==> config.mk <==
export PLATFORM = sky130hd
export DESIGN_NAME = mmp_top
export DESIGN_NICKNAME = d
export VERILOG_FILES = /design/src/pkg/mmp_pkg.sv /design/src/rtl/mmp_top.sv
export SDC_FILE = /design/constraint.sdc
export NUM_CORES = 1
export LEC_CHECK = 0
export BUFFER_PORTS_ARGS = -buffer_cell sky130_fd_sc_hd__clkbuf_2
export CORE_MARGIN = 2
export CORE_UTILIZATION = 55
export CTS_CLUSTER_DIAMETER = 60
export CTS_CLUSTER_SIZE = 8
export DETAILED_ROUTE_END_ITERATION = 10
export PLACE_DENSITY = 0.73
export SYNTH_ARGS = -nofsm -noshare
export SYNTH_HDL_FRONTEND = slang
export SYNTH_SLANG_ARGS = --single-unit
export TNS_END_PERCENT = 5
==> constraint.sdc <==
create_clock -name aclk -period 3.8 [get_ports aclk]
set_input_delay 0.38 -clock aclk [delete_from_list [all_inputs] [get_ports aclk]]
set_output_delay 0.38 -clock aclk [all_outputs]
set_load 0.05 [all_outputs]
==> src/pkg/mmp_pkg.sv <==
// package: types, offsets and reset values of the module management block
package mmp_pkg;

  // 2-wire slave address and memory layout
  localparam logic [6:0] DEV_ADDR  = 7'h50;
  localparam int         MEM_DEPTH = 32;
  localparam int         NUM_MON   = 5;
  localparam logic [4:0] ALM_FLAGS = 5'h05;
  localparam logic [4:0] WRN_FLAGS = 5'h06;
  localparam logic [4:0] HI_ALM    = 5'h07;
  localparam logic [4:0] LO_ALM    = 5'h0c;
  localparam logic [4:0] HI_WRN    = 5'h11;
  localparam logic [4:0] LO_WRN    = 5'h16;
  localparam logic [4:0] WP_DEF    = 5'h07;
  localparam logic [7:0] HI_DEF    = 8'hff;
  localparam logic [7:0] LO_DEF    = 8'h00;

  // register offsets
  localparam logic [7:0] PINS_OFF  = 8'h00;
  localparam logic [7:0] ISTAT_OFF = 8'h04;
  localparam logic [7:0] IMASK_OFF = 8'h08;
  localparam logic [7:0] MADDR_OFF = 8'h0c;
  localparam logic [7:0] MDATA_OFF = 8'h10;
  localparam logic [7:0] WP_OFF    = 8'h14;
  localparam logic [1:0] RESP_OK   = 2'h0;
  localparam logic [1:0] RESP_ERR  = 2'h2;

  // interrupt event bits
  localparam int EV_FLAG = 0;
  localparam int EV_WR   = 1;
  localparam int EV_LOS  = 2;

  typedef logic [NUM_MON-1:0][7:0] mmp_mon_t;

  typedef enum logic [2:0] {
    I_IDLE, I_ADDR, I_ACK, I_RX, I_TX, I_RACK, I_TXLD
  } mmp_i2c_e;

  typedef struct packed {
    logic [7:0]  awaddr;
    logic        awvalid;
    logic [31:0] wdata;
    logic [3:0]  wstrb;
    logic        wvalid;
    logic        bready;
    logic [7:0]  araddr;
    logic        arvalid;
    logic        rready;
  } mmp_axi_req_s;

  typedef struct packed {
    logic        awready;
    logic        wready;
    logic        bvalid;
    logic [1:0]  bresp;
    logic        arready;
    logic        rvalid;
    logic [31:0] rdata;
    logic [1:0]  rresp;
  } mmp_axi_rsp_s;

  typedef struct packed {
    logic [1:0]                 scl_s;
    logic [1:0]                 sda_s;
    logic [1:0]                 sel_s;
    logic [1:0]                 txo_s;
    logic [1:0]                 pd_s;
    logic [1:0]                 det_s;
    logic                       scl_q;
    logic                       sda_q;
    logic                       pd_q;
    logic                       det_q;
    mmp_i2c_e                   st;
    logic [2:0]                 bitc;
    logic [7:0]                 sh;
    logic [4:0]                 ptr;
    logic                       rw;
    logic                       first;
    logic                       sda_oe;
    logic [MEM_DEPTH-1:0][7:0]  mem;
    logic [4:0]                 wp;
    logic [4:0]                 maddr;
    logic [2:0]                 ist;
    logic [2:0]                 imask;
    mmp_axi_rsp_s               axi;
    logic                       laser_on;
    logic                       standby;
    logic                       int_n;
    logic                       present_n;
    logic                       sig_lost;
    logic                       irq;
  } mmp_state_s;

  function automatic mmp_state_s mmp_rst_val();
    mmp_state_s s;
    s       = '0;
    s.scl_s = 2'h3;
    s.sda_s = 2'h3;
    s.sel_s = 2'h3;
    s.txo_s = 2'h3;
    s.scl_q = 1'b1;
    s.sda_q = 1'b1;
    s.st    = I_IDLE;
    s.wp    = WP_DEF;
    s.int_n = 1'b1;
    s.sig_lost = 1'b1;
    for (int i = 0; i < NUM_MON; i++) begin
      s.mem[HI_ALM + 5'(i)] = HI_DEF;
      s.mem[HI_WRN + 5'(i)] = HI_DEF;
      s.mem[LO_ALM + 5'(i)] = LO_DEF;
      s.mem[LO_WRN + 5'(i)] = LO_DEF;
    end
    return s;
  endfunction

  localparam mmp_state_s ST_RST = mmp_rst_val();

endpackage

==> src/rtl/mmp_top.sv <==
// module management pins, 2-wire diagnostic memory and register slave
`timescale 1ns/1ps
`default_nettype none

// Function
// - answer 2-wire traffic only while selected low
// - interrupt pin low while any flag set
// - transmit_off switches laser source off
// - power-down high holds low-power standby
// - power-down falling edge resets everything but the pending register bus responses
// - presence output driven low permanently
// - provide receive_signal_lost status output
// - receive_signal_lost low normal, high lost
// - capture on rising edge, unprotected bytes
// - read data changes on falling edge
// - data line bidirectional, start/stop mark frames
// - memory of individually addressed bytes
// - random and sequential access from zero
// - live monitor values readable over 2-wire
// - alarm and warning flags outside range
module mmp_top (
  // clock and reset
  input  wire logic                  aclk,
  input  wire logic                  aresetn,
  // register bus
  input  wire mmp_pkg::mmp_axi_req_s axi_req,
  output var  mmp_pkg::mmp_axi_rsp_s axi_rsp,
  output logic                       irq,
  // module control pins
  input  wire logic                  select_n,
  input  wire logic                  transmit_off,
  input  wire logic                  power_down,
  input  wire logic                  signal_detect,
  output logic                       laser_on,
  output logic                       standby,
  output logic                       int_n,
  output logic                       present_n,
  output logic                       receive_signal_lost,
  // 2-wire serial pins
  input  wire logic                  scl_i,
  input  wire logic                  sda_i,
  output logic                       sda_o,
  output logic                       sda_oe,
  // monitored values
  input  wire mmp_pkg::mmp_mon_t     mon
);

  ////////////////////////////////////////////////////////////////////////////
  mmp_pkg::mmp_state_s r_reg;
  mmp_pkg::mmp_state_s r_next;

  function automatic logic out_of(input logic [7:0] v,
                                  input logic [7:0] hi,
                                  input logic [7:0] lo);
    return (v > hi) || (v < lo);
  endfunction

  ////////////////////////////////////////////////////////////////////////////
  always_comb begin
    logic       scl;
    logic       sda;
    logic       pd;
    logic       rise;
    logic       fall;
    logic       start;
    logic       stop;
    logic       wr_ev;
    logic       hit;
    logic [7:0] b;
    logic [7:0] rd;
    logic [4:0] af;
    logic [4:0] wf;
    logic [2:0] ev;
    logic [2:0] clr;
    logic [4:0] ld;
    scl   = r_reg.scl_s[1];
    sda   = r_reg.sda_s[1];
    pd    = r_reg.pd_s[1];
    rise  = scl & ~r_reg.scl_q;
    fall  = ~scl & r_reg.scl_q;
    start = r_reg.sda_q & ~sda & scl & r_reg.scl_q;
    stop  = ~r_reg.sda_q & sda & scl & r_reg.scl_q;
    wr_ev = 1'b0;
    hit   = 1'b1;
    b     = 8'h00;
    rd    = 8'h00;
    af    = 5'h00;
    wf    = 5'h00;
    clr   = 3'h0;
    ev    = 3'h0;
    ld    = r_reg.ptr;
    r_next = r_reg;

    // pin synchronisers
    r_next.scl_s = {r_reg.scl_s[0], scl_i};
    r_next.sda_s = {r_reg.sda_s[0], sda_i};
    r_next.sel_s = {r_reg.sel_s[0], select_n};
    r_next.txo_s = {r_reg.txo_s[0], transmit_off};
    r_next.pd_s  = {r_reg.pd_s[0], power_down};
    r_next.det_s = {r_reg.det_s[0], signal_detect};
    r_next.scl_q = scl;
    r_next.sda_q = sda;
    r_next.pd_q  = pd;
    r_next.det_q = r_reg.det_s[1];

    // live values and range flags
    for (int i = 0; i < mmp_pkg::NUM_MON; i++) begin
      r_next.mem[i] = mon[i];
      af[i] = out_of(mon[i], r_reg.mem[mmp_pkg::HI_ALM + 5'(i)],
                     r_reg.mem[mmp_pkg::LO_ALM + 5'(i)]);
      wf[i] = out_of(mon[i], r_reg.mem[mmp_pkg::HI_WRN + 5'(i)],
                     r_reg.mem[mmp_pkg::LO_WRN + 5'(i)]);
    end
    r_next.mem[mmp_pkg::ALM_FLAGS] = {3'h0, af};
    r_next.mem[mmp_pkg::WRN_FLAGS] = {3'h0, wf};

    // 2-wire slave
    if (r_reg.sel_s[1]) begin
      r_next.st     = mmp_pkg::I_IDLE;
      r_next.sda_oe = 1'b0;
    end else if (start) begin
      r_next.st     = mmp_pkg::I_ADDR;
      r_next.bitc   = 3'h0;
      r_next.sda_oe = 1'b0;
    end else if (stop) begin
      r_next.st     = mmp_pkg::I_IDLE;
      r_next.sda_oe = 1'b0;
    end else if (rise) begin
      case (r_reg.st)
        mmp_pkg::I_ADDR, mmp_pkg::I_RX: begin
          b           = {r_reg.sh[6:0], sda};
          r_next.sh   = b;
          r_next.bitc = r_reg.bitc + 3'h1;
          if (r_reg.bitc == 3'h7) begin
            r_next.st = mmp_pkg::I_ACK;
            if (r_reg.st == mmp_pkg::I_ADDR) begin
              r_next.rw    = b[0];
              r_next.first = 1'b1;
              if (b[7:1] != mmp_pkg::DEV_ADDR) begin
                r_next.st = mmp_pkg::I_IDLE;
              end
            end else if (r_reg.first) begin
              r_next.ptr   = b[4:0];
              r_next.first = 1'b0;
            end else begin
              if (r_reg.ptr >= r_reg.wp) begin
                r_next.mem[r_reg.ptr] = b;
                wr_ev = 1'b1;
              end
              r_next.ptr = r_reg.ptr + 5'h01;
            end
          end
        end
        mmp_pkg::I_TX: begin
          r_next.bitc = r_reg.bitc + 3'h1;
          if (r_reg.bitc == 3'h7) begin
            r_next.st = mmp_pkg::I_RACK;
          end
        end
        mmp_pkg::I_RACK: begin
          r_next.st = sda ? mmp_pkg::I_IDLE : mmp_pkg::I_TXLD;
        end
        default: begin
        end
      endcase
    end else if (fall) begin
      case (r_reg.st)
        mmp_pkg::I_ACK: begin
          r_next.sda_oe = ~r_reg.sda_oe;
          if (r_reg.sda_oe) begin
            r_next.bitc = 3'h0;
            r_next.st   = r_reg.rw ? mmp_pkg::I_TXLD : mmp_pkg::I_RX;
          end
        end
        mmp_pkg::I_TX: begin
          r_next.sda_oe = ~r_reg.sh[7];
          r_next.sh     = {r_reg.sh[6:0], 1'b0};
        end
        mmp_pkg::I_RACK: begin
          r_next.sda_oe = 1'b0;
        end
        default: begin
        end
      endcase
      if (r_reg.st == mmp_pkg::I_TXLD ||
          (r_reg.st == mmp_pkg::I_ACK && r_reg.sda_oe && r_reg.rw)) begin
        r_next.sh     = {r_reg.mem[ld][6:0], 1'b0};
        r_next.sda_oe = ~r_reg.mem[ld][7];
        r_next.ptr    = ld + 5'h01;
        r_next.bitc   = 3'h0;
        r_next.st     = mmp_pkg::I_TX;
      end
    end

    ////////////////////////////////////////////////////////////////////////
    // register bus slave
    r_next.axi.awready = axi_req.awvalid & axi_req.wvalid &
                         ~r_reg.axi.awready & ~r_reg.axi.bvalid;
    r_next.axi.wready  = r_next.axi.awready;
    if (r_reg.axi.bvalid && axi_req.bready) begin
      r_next.axi.bvalid = 1'b0;
    end
    if (r_reg.axi.awready) begin
      r_next.axi.bvalid = 1'b1;
      case (axi_req.awaddr)
        mmp_pkg::PINS_OFF: begin
        end
        mmp_pkg::ISTAT_OFF: clr = axi_req.wstrb[0] ? axi_req.wdata[2:0] : 3'h0;
        mmp_pkg::IMASK_OFF: begin
          if (axi_req.wstrb[0]) begin
            r_next.imask = axi_req.wdata[2:0];
          end
        end
        mmp_pkg::MADDR_OFF: begin
          if (axi_req.wstrb[0]) begin
            r_next.maddr = axi_req.wdata[4:0];
          end
        end
        mmp_pkg::MDATA_OFF: begin
          if (axi_req.wstrb[0]) begin
            r_next.mem[r_reg.maddr] = axi_req.wdata[7:0];
          end
        end
        mmp_pkg::WP_OFF: begin
          if (axi_req.wstrb[0]) begin
            r_next.wp = axi_req.wdata[4:0];
          end
        end
        default: hit = 1'b0;
      endcase
      r_next.axi.bresp = hit ? mmp_pkg::RESP_OK : mmp_pkg::RESP_ERR;
    end
    hit = 1'b1;
    r_next.axi.arready = axi_req.arvalid & ~r_reg.axi.arready &
                         ~r_reg.axi.rvalid;
    if (r_reg.axi.rvalid && axi_req.rready) begin
      r_next.axi.rvalid = 1'b0;
    end
    if (r_reg.axi.arready) begin
      case (axi_req.araddr)
        mmp_pkg::PINS_OFF: rd = {3'h0, r_reg.sig_lost, r_reg.standby,
                                 r_reg.laser_on, r_reg.txo_s[1],
                                 r_reg.sel_s[1]};
        mmp_pkg::ISTAT_OFF: rd = {5'h00, r_reg.ist};
        mmp_pkg::IMASK_OFF: rd = {5'h00, r_reg.imask};
        mmp_pkg::MADDR_OFF: rd = {3'h0, r_reg.maddr};
        mmp_pkg::MDATA_OFF: rd = r_reg.mem[r_reg.maddr];
        mmp_pkg::WP_OFF:    rd = {3'h0, r_reg.wp};
        default:            hit = 1'b0;
      endcase
      r_next.axi.rvalid = 1'b1;
      r_next.axi.rdata  = {24'h000000, rd};
      r_next.axi.rresp  = hit ? mmp_pkg::RESP_OK : mmp_pkg::RESP_ERR;
    end

    ////////////////////////////////////////////////////////////////////////
    // events, pins and interrupt
    ev[mmp_pkg::EV_FLAG] = |((af | wf) &
                            ~(r_reg.mem[mmp_pkg::ALM_FLAGS][4:0] |
                              r_reg.mem[mmp_pkg::WRN_FLAGS][4:0]));
    ev[mmp_pkg::EV_WR]   = wr_ev;
    ev[mmp_pkg::EV_LOS]  = r_reg.det_s[1] ^ r_reg.det_q;
    r_next.ist       = (r_reg.ist & ~clr) | ev;
    r_next.irq       = |(r_next.ist & r_next.imask);
    r_next.laser_on  = ~r_reg.txo_s[1] & ~pd;
    r_next.standby   = pd;
    r_next.int_n     = ~|(af | wf);
    r_next.present_n = 1'b0;
    r_next.sig_lost  = ~r_reg.det_s[1];

    // power-down release acts as a power cycle; bus responses survive, ready flags clear
    if (r_reg.pd_q && !pd) begin
      r_next     = mmp_pkg::ST_RST;
      r_next.axi = r_reg.axi;
      r_next.axi.awready = 1'b0;
      r_next.axi.wready  = 1'b0;
      r_next.axi.arready = 1'b0;
    end
  end

  always_ff @(posedge aclk) begin
    if (!aresetn) begin
      r_reg <= mmp_pkg::ST_RST;
    end else begin
      r_reg <= r_next;
    end
  end

  ////////////////////////////////////////////////////////////////////////////
  assign axi_rsp             = r_reg.axi;
  assign irq                 = r_reg.irq;
  assign laser_on            = r_reg.laser_on;
  assign standby             = r_reg.standby;
  assign int_n               = r_reg.int_n;
  assign present_n           = r_reg.present_n;
  assign receive_signal_lost = r_reg.sig_lost;
  assign sda_o               = 1'b0;
  assign sda_oe              = r_reg.sda_oe;
endmodule

`default_nettype wire

# Yosys cells after proc, flatten, opt, wreduce, memory -nomap -nowiden
# Index checks and enable logic that the tools add are counted.
[totals]
ff_bits = 331
input_bits = 105
output_inout_bits = 49
elab_cells = 308
[op_classes]
addsub = 2
magnitude_cmp = 25
n_eq_ne = 30
mux = 82
bitwise_logic = 43
n_reduce_logical = 60
[op_table]
columns = ["cell", "count"]
rows = [
  ["256-bit 2-to-1 mux", 11],
  ["256-bit bitwise mux", 2],
  ["266-bit 2-to-1 mux", 1],
  ["8-bit binary-select mux with 5-bit select", 2],
  ["8-bit demux with 5-bit select", 2],
  ["8-bit greater-than comparator", 10],
  ["8-bit less-than comparator", 10],
  ["15-bit 2-to-1 mux", 5],
  ["19-bit 2-to-1 mux", 3],
  ["8-bit one-hot mux with 6 select lines", 1],
  ["8-bit 2-to-1 mux", 5],
  ["3-bit 2-to-1 mux", 12],
  ["35-bit 2-to-1 mux", 1],
  ["8-bit by 4-bit equality test with 1-bit output, second input constant", 4],
  ["8-bit by 5-bit equality test with 1-bit output, second input constant", 4],
  ["5-bit 2-to-1 mux", 6],
  ["6-bit AND reduction", 5],
  ["1-bit NOT", 20],
  ["1-bit 2-to-1 mux", 19],
  ["18-bit 2-to-1 mux", 1],
  ["8-bit by 3-bit equality test with 1-bit output, second input constant", 2],
  ["8-bit logical NOT", 2],
  ["4-bit nonzero test", 4],
  ["5-bit by 2-bit inequality test with 1-bit output, second input constant", 3],
  ["43 further kinds", 107],
]

# Depth between registers and ports, before layout
# Gate-level depths: netlist (run 1).
[logic_depth]
word_depth = 18
ltp_mapped = 16
mapped_depth_nobuf = 10

# Worst setup path before layout (run 1)
# Ideal clock, no wire load.
[synth_path]
kind = "register -> register"
from = "reg r_reg[322] (netlist bit)"
to = "reg r_reg[139] (netlist bit)"
setup_time_ns = 0.129
arrival_ns = 2.988
required_ns = 3.671
setup_slack_ns = 0.682
path_stages_with_launch = 16
n_path_buf = 5
synth_period_minus_slack_ns = 3.118
cell_sequence = "dfxtp_1 buf_4 buf_4 buf_6 inv_1 ha_1 nand2b_1 a21o_1 a21oi_1 o21ai_0 buf_4 buf_4 nand4_4 mux2_1 mux2i_1 nand2_1"
[synth_between]
elab_chain_len = 18
word_cells_on_any_way = 20
cone_classes = "order compare: 3; mux: 16; reduce/logical: 1"
[synth_lines]
columns = ["item", "line", "source"]
rows = [
  ["from (decl)", "mmp_top.sv:49", "mmp_pkg::mmp_state_s r_reg;"],
  ["from (signal assigned)", "mmp_top.sv:283", "r_reg <= mmp_pkg::ST_RST;"],
  ["from (signal assigned)", "mmp_top.sv:285", "r_reg <= r_next;"],
  ["5-bit by 6-bit less-than comparator with 1-bit output (not written as such) / 5-bit by 1-bit greater-or-equal comparator with 1-bit output (equally long branches)", "mmp_top.sv:147", "r_next.mem[r_reg.ptr] = b;"],
  ["1-bit logical AND (not written as such)", "mmp_top.sv:147", ""],
  ["8-bit 2-to-1 mux (not written as such)", "mmp_top.sv:147", ""],
  ["8-bit demux with 5-bit select", "mmp_top.sv:147", ""],
  ["256-bit bitwise mux", "mmp_top.sv:147", ""],
  ["256-bit 2-to-1 mux *", "mmp_top.sv:146", "if (r_reg.ptr >= r_reg.wp) begin"],
  ["256-bit 2-to-1 mux *", "mmp_top.sv:142", "end else if (r_reg.first) begin"],
  ["256-bit 2-to-1 mux *", "mmp_top.sv:136", "if (r_reg.st == mmp_pkg::I_ADDR) begin"],
  ["(+2 left out)", "--", ""],
  ["256-bit 2-to-1 mux *", "mmp_top.sv:128", "end else if (rise) begin"],
  ["256-bit 2-to-1 mux *", "mmp_top.sv:125", "end else if (stop) begin"],
  ["256-bit 2-to-1 mux *", "mmp_top.sv:121", "end else if (start) begin"],
  ["256-bit 2-to-1 mux *", "mmp_top.sv:118", "if (r_reg.sel_s[1]) begin"],
  ["256-bit bitwise mux", "mmp_top.sv:221", "r_next.mem[r_reg.maddr] = axi_req.wdata[7:0];"],
  ["256-bit 2-to-1 mux", "mmp_top.sv:220", "if (axi_req.wstrb[0]) begin"],
  ["256-bit 2-to-1 mux", "mmp_top.sv:205", "case (axi_req.awaddr)"],
  ["266-bit 2-to-1 mux *", "mmp_top.sv:203", "if (r_reg.axi.awready) begin"],
]
# Every way passes the cells marked *; elsewhere a longest branch is shown, timed or not.
# A chain may end at the register's enable or synchronous reset.

# Worst setup path after layout (run 1)
[layout_path]
from = "reg r_reg[356] (netlist bit)"
to = "reg r_reg[107] (netlist bit)"
[layout_between]
elab_chain_len = 9
word_cells_on_any_way = 13
cone_classes = "mux: 8; bitwise: 5"
[layout_lines]
columns = ["item", "line"]
rows = [
  ["1-bit bitwise AND, on equally long branches", "mmp_top.sv:79, mmp_top.sv:82"],
  ["256-bit 2-to-1 mux / 1-bit bitwise AND (equally long branches)", "mmp_top.sv:128, mmp_top.sv:82"],
  ["256-bit 2-to-1 mux", "mmp_top.sv:125"],
  ["256-bit 2-to-1 mux *", "mmp_top.sv:121"],
  ["256-bit 2-to-1 mux *", "mmp_top.sv:118"],
  ["256-bit bitwise mux", "mmp_top.sv:221"],
  ["256-bit 2-to-1 mux", "mmp_top.sv:220"],
  ["256-bit 2-to-1 mux", "mmp_top.sv:205"],
  ["266-bit 2-to-1 mux *", "mmp_top.sv:203"],
]
# Marked as above.

==> flow_summary.ini, run 1 <==
[global_route]
grt_max_degree = 82
track_usage = 0.416
grt_pass1_vias = 20600
antenna_found_initial = 2
grt_pass1_wl_um = 134000
overflow = 0

[cts]
cts.sinks = 328
cts_tree = done
cts_root_buf = clkbuf_16
cts_buffer_depth = 3
cts_made_buffers = 50
post_cts_resized = 0
clk_pin_slew_worst_paths_ns = 0.05
post_cts_buffers = 0
htreeDepth = 2
clk_latency_ns = 0.60
ctsHoldBuffers = 6

[sta]
worst_pin_slew_ns = 1.19
max-slew-margin-rel = 0.206
setup_violations = 0
hold_violations = 0
fin_crit_sh = 0.845
setup_tns_ns = 0
fin_crit_ns = 3.21
rsz0062_at_grt = no
clock_skew_ns = 0.0314
fmax_ghz = 0.312
maxSlewViolCount = 0

[routing]
drtIter0Drc = 2842
routed_wl_um = 92700
num_vias = 21800
drtAntennaViolNets = 0
drc = 0
drt-pass1-iter-count = 9
avgViaCountPerCell = 6.89
wire_per_inst_um = 29.4

[critical_path]
cp.required_ns = 4.31
slowest_delay_ns = 0.55
r2r_end = r_reg[107]
worst_ep_arrival_time_ns = 3.72
cp_common_cell = nand4_1
crit_fanout = 11
reg2reg_depth = 8
crit_type = flip-flop to flip-flop
start_kind = flip-flop
end_kind = flip-flop
crit_path_cell_trace = ha_1 -> clkinv_1 -> nor3_4 -> and2_1 -> nand4_1 -> nand4_1 -> o211ai_1 -> a21oi_1
r2r_setup_slack_ns = 0.59
crit_slowest_cell = nand4_1
r2r_start = r_reg[356]

[yosys]
synth_top_cell_area_share = 0.280
async_flop_share = 0
ys.warnings.count = 0
synth_top_area_cell = dfxtp_1
synth_edf_count = 0
syn_inst = 2566
yosys-top-cells-area = dfxtp_1 (28%), mux4_2 (13%), mux2i_1 (11%)
synthFlopType = dfxtp_1
synth.distinct_cells = 78
synth_area_mm2 = 0.0235
ys_ff_latch = 328
synth_common_cells = dfxtp_1 (328), a21oi_1 (266), mux2i_1 (265), nand2_1 (247), o21ai_0 (215)
synth_seq_area_share = 0.280
post-synth-top-count-cell = dfxtp_1
syn_area_per_cell_um2 = 9.15

[final_layout]
num-nets-final = 2865
largest_register_ffs = 308
syn_to_final_growth_pct = 9.97
instances_no_fill = 3157
drive_gt1_frac = 0.191

[status]
status = complete, no violations

[hold_path]
hold_start = signal_detect
whs_endpoint = r_reg[345]
min_path_cells = 2
holdCritPathClass = primary input to flip-flop

[pwr]
netSwitchingFraction = 0.264
power.density_mw_per_mm2 = 328
clkPwrFrac = 0.492
peakVddDrop_mv = 0.286
power.net_switching_mw = 2.24
leakagePower_nw = 11.7
seq_power_share = 0.415
comb_power_share = 0.093
intPower_mw = 6.24

[die]
die_w_um = 211
fp.dieH_um = 211
coreArea_mm2 = 0.0420
io_pins = 154
die_area_mm2 = 0.0444
rows = 75
start_util = 0.559

[job]
cap_violations = 0

[place]
gp_congestion = 1.05
port_buffers = 98
place_hpwl_um = 65900
post-place-cells = 3078
layer usage:
metal	wire length [µm]	vias up	track usage
li1	-	9391	-
met2	39700	1555	0.624
met1	33600	10400	0.526
met4	7070	0	0.264
met3	12300	379	0.121
met5	0	-	0
through the flow:
stage	hold WS [ns]	setup slack [ns]	power, mW	util	instance area (µm²)
5_1_grt	0.0398	0.478	8.70	0.614	25800
2_1_floorplan	0.386	0.682	4.07	-	23600
3_5_place_dp	0.397	0.715	4.34	0.579	24300
4_1_cts	0.0113	0.684	8.45	0.614	25800
6_report	0.0207	0.591	8.48	0.614	25800
3_3_place_gp	0.395	0.780	4.32	0.579	24300
logic make-up after synthesis:
group / synth area share
buffers and inverters: 0.0774
AO/OA/AOI/OAI: 0.157
XOR/XNOR: 0.00112
AND/OR/NAND/NOR: 0.118
multiplexers: 0.280
adder cells (fa/ha/maj): 0.0868
flip-flops: 0.280
other: 0.000160
layout make-up:
class	count	area, µm²
fill	3601	16200
tap	539	674
antenna	3	7.51
sequential	328	6580
clock buffer	64	1360
multi-input combinational	1853	15200
inverter	171	642
timing repair buffer	193	1290
clock inverter	6	62.6
placed cells by master, fill, tap and decap left out, types with 16 or more instances in the layout:
cell type,n
a211oi_1,23
a21oi_1,266
a22oi_1,27
and3_1,17
buf_4,83
clkbuf_16,51
clkbuf_2,98
conb_1,28
dfxtp_1,323
ha_1,163
inv_1,170
mux2_2,67
mux2i_1,265
mux4_2,135
nand2_1,246
nand2b_1,21
nand3_1,18
nand4_1,27
nor2_1,72
nor2b_1,19
nor3_1,21
nor4_1,16
o211ai_1,20
o21ai_0,214
critical path: cells and delay by family, from the launching register on:
family	cells	cell delay [ns]
buf+inv	1	0.27
compound gates	2	0.28
simple gates	4	1.85
flops	1	0.48
fa+ha+maj	1	0.23
power by group through the flow:
stage	sequential (mW)	clock, mW	combinational [mW]
floorplan	3.58	0	0.484
global placement	3.59	0	0.728
detailed placement	3.59	0	0.748
CTS	3.52	4.18	0.756
global route	3.52	4.34	0.835
finish	3.52	4.17	0.786
worst max-delay path by stage:
stage          startpoint          to  cells past startpoint
6_report       r_reg[356]  r_reg[107]                      8
5_1_grt        r_reg[356]  r_reg[107]                      8
4_1_cts        r_reg[322]  r_reg[107]                      6
2_1_floorplan  r_reg[322]  r_reg[139]                     15
3_5_place_dp   r_reg[322]  r_reg[107]                      6
3_3_place_gp      mon[17]         irq                     12
No activity file was read; power rests on OpenSTA's default activity.
==> run 2, diff against run 1 <==
Clock period 3.8 ns to 3.35 ns, I/O delays scaled along.
==> flow_summary.ini, run 2 (same netlist as run 1, synthesis figures left out) <==
[status]
status = complete, no violations

[pwr]
peakVddDrop_mv = 0.283
leakagePower_nw = 11.8
power.density_mw_per_mm2 = 367
intPower_mw = 7.07
power.net_switching_mw = 2.49
netSwitchingFraction = 0.260
seq_power_share = 0.418
p_total_mw = 9.56
comb_power_share = 0.096
clkPwrFrac = 0.486

[place]
port_buffers = 98
placed_cell_area_mm2 = 0.0245
gp_congestion = 1.04
place_hpwl_um = 67400

[die]
io_pins = 154
rows = 75
die_area_mm2 = 0.0444
coreArea_mm2 = 0.0420
die_w_um = 211
start_util = 0.559
fp.dieH_um = 211

[global_route]
grt_pass1_wl_um = 134000
grt_pass1_vias = 20300
antenna_found_initial = 5
grt_use_met2 = 0.614
track_usage = 0.418
gr-usage-met3 = 0.126
grt_use_met1 = 0.534
grt_max_degree = 80
overflow = 0
grt.busiest_layer = met2

[sta]
worst_pin_slew_ns = 1.25
fin_crit_ns = 3.29
clock_skew_ns = 0.0263
maxSlewViolCount = 0
fin_crit_sh = 0.981
setup_tns_ns = 0
rsz0062_at_grt = no
max-slew-margin-rel = 0.165
fmax_ghz = 0.304
hold_violations = 0
setup_violations = 0

[cts]
clk_latency_ns = 0.60
clk_pin_slew_worst_paths_ns = 0.05
cts_made_buffers = 49
htreeDepth = 2
cts_root_buf = clkbuf_16
cts_tree = done
cts_buffer_depth = 3
post_cts_buffers = 0
cts.sinks = 328

[routing]
num_vias = 22000
drc = 0
routed_wl_um = 94100
drtAntennaViolNets = 0
drt-pass1-iter-count = 6
drtIter0Drc = 3137
avgViaCountPerCell = 6.91
wire_per_inst_um = 29.6

[critical_path]
r2r_end = irq
reg2reg_depth = 11
crit_fanout = 4
start_kind = flip-flop
slowest_delay_ns = 0.66
critPathTopFamily = compound AO/OA/AOI/OAI gates
r2r_setup_slack_ns = 0.06
crit_buf_inv = 2
crit_path_cell_trace = inv_1 -> ha_1 -> nor2b_1 -> o211ai_1 -> a21oi_1 -> a2111oi_0 -> o22a_1 -> a211oi_1 -> a2111oi_0 -> buf_4 -> o211ai_1
end_kind = flip-flop
crit_type = flip-flop to flip-flop
worst_ep_arrival_time_ns = 3.74
cp.required_ns = 3.80
r2r_start = r_reg[144]
crit_slowest_cell = a2111oi_0

[hold_path]
holdCritPathClass = primary input to flip-flop
min_path_cells = 4
whs_endpoint = axi_rsp[34]
hold_start = axi_req[0]

[final_layout]
syn_to_final_growth_pct = 10.8
n_fill_cell = 3513
layout_commonest_cell = dfxtp_1
layout_common_cells = dfxtp_1 (323), a21oi_1 (266), mux2i_1 (265)
num-nets-final = 2893
design_area_mm2 = 0.0260
largest_register_ffs = 308
finish.utilization = 0.619
drive_gt1_frac = 0.198

[job]
cap_violations = 0
[run 2: changes by cell type in the layout (fill, tap and decap cells not counted), sizes merged]
cell	before	now
buf	89	115
bufinv	1	2
dlygate4sd3	6	9
clkinv	5	2
clkinvlp	0	1
clkbuf	162	155
[run 2: worst max path at each step]
stage,start,endpoint,slack [ns],cells past startpoint
final,r_reg[144],irq,0.06,11
after global routing,r_reg[144],irq,0.02,11
after CTS,r_reg[322],r_reg[93],0.11,10
after detailed placement,mon[25],irq,0.17,11
after global placement,mon[25],irq,0.10,11
after floorplan,r_reg[322],r_reg[139],0.23,15
[run 2: power groups by stage]
stage / Combinational [mW] / Clock, mW / Sequential (mW)
final: 0.915 / 4.65 / 4.00
after CTS: 0.876 / 4.67 / 3.99
after global routing: 0.962 / 4.81 / 3.99
after global placement: 0.841 / 0 / 4.07
after detailed placement: 0.863 / 0 / 4.07
after floorplan: 0.549 / 0 / 4.06
[run 2: per-layer routing]
metal | part of all wire | vias up
met1 | 0.37 | 10500
met2 | 0.42 | 1650
li1 | - | 9422
met3 | 0.14 | 408
met4 | 0.079 | 2
met5 | 0.00012 | -
[run 2: cell type report]
class | instances | area, µm² | share of cell area
antenna | 3 | 7.51 | 0.000288
clock buffer | 57 | 1300 | 0.0499
clock inverter | 5 | 85.1 | 0.00327
inverter | 171 | 642 | 0.0247
multi-input combinational | 1853 | 15200 | 0.585
sequential | 328 | 6580 | 0.253
tap | 539 | 674 | 0.0259
timing repair buffer | 222 | 1520 | 0.0584
[run 2: tightest hold or removal path, cell delays in order]
cell      delay [ns]
clkbuf_2        0.07
nand2_1         0.04
nand2_1         0.05
a21boi_0        0.07
[run 2: timing repair]
| action | 4_1_cts | 5_1_grt |
|---|---|---|
| hold endpoints to repair | 8 | 0 |
| hold buffers | 9 | 0 |
| endpoints found under the setup margin | 0 | 10 |
| gates resized for setup | 0 | 1 |
[run 2: stage by stage]
stage	hold WS (ns)	std cells	worst slack, ns
after floorplan	0.386	2593	0.232
after global placement	0.394	3104	0.100
after global routing	0.0894	3176	0.0197
after detailed placement	0.392	3104	0.170
after CTS	0.0369	3175	0.115
final	0.0508	3178	0.0637
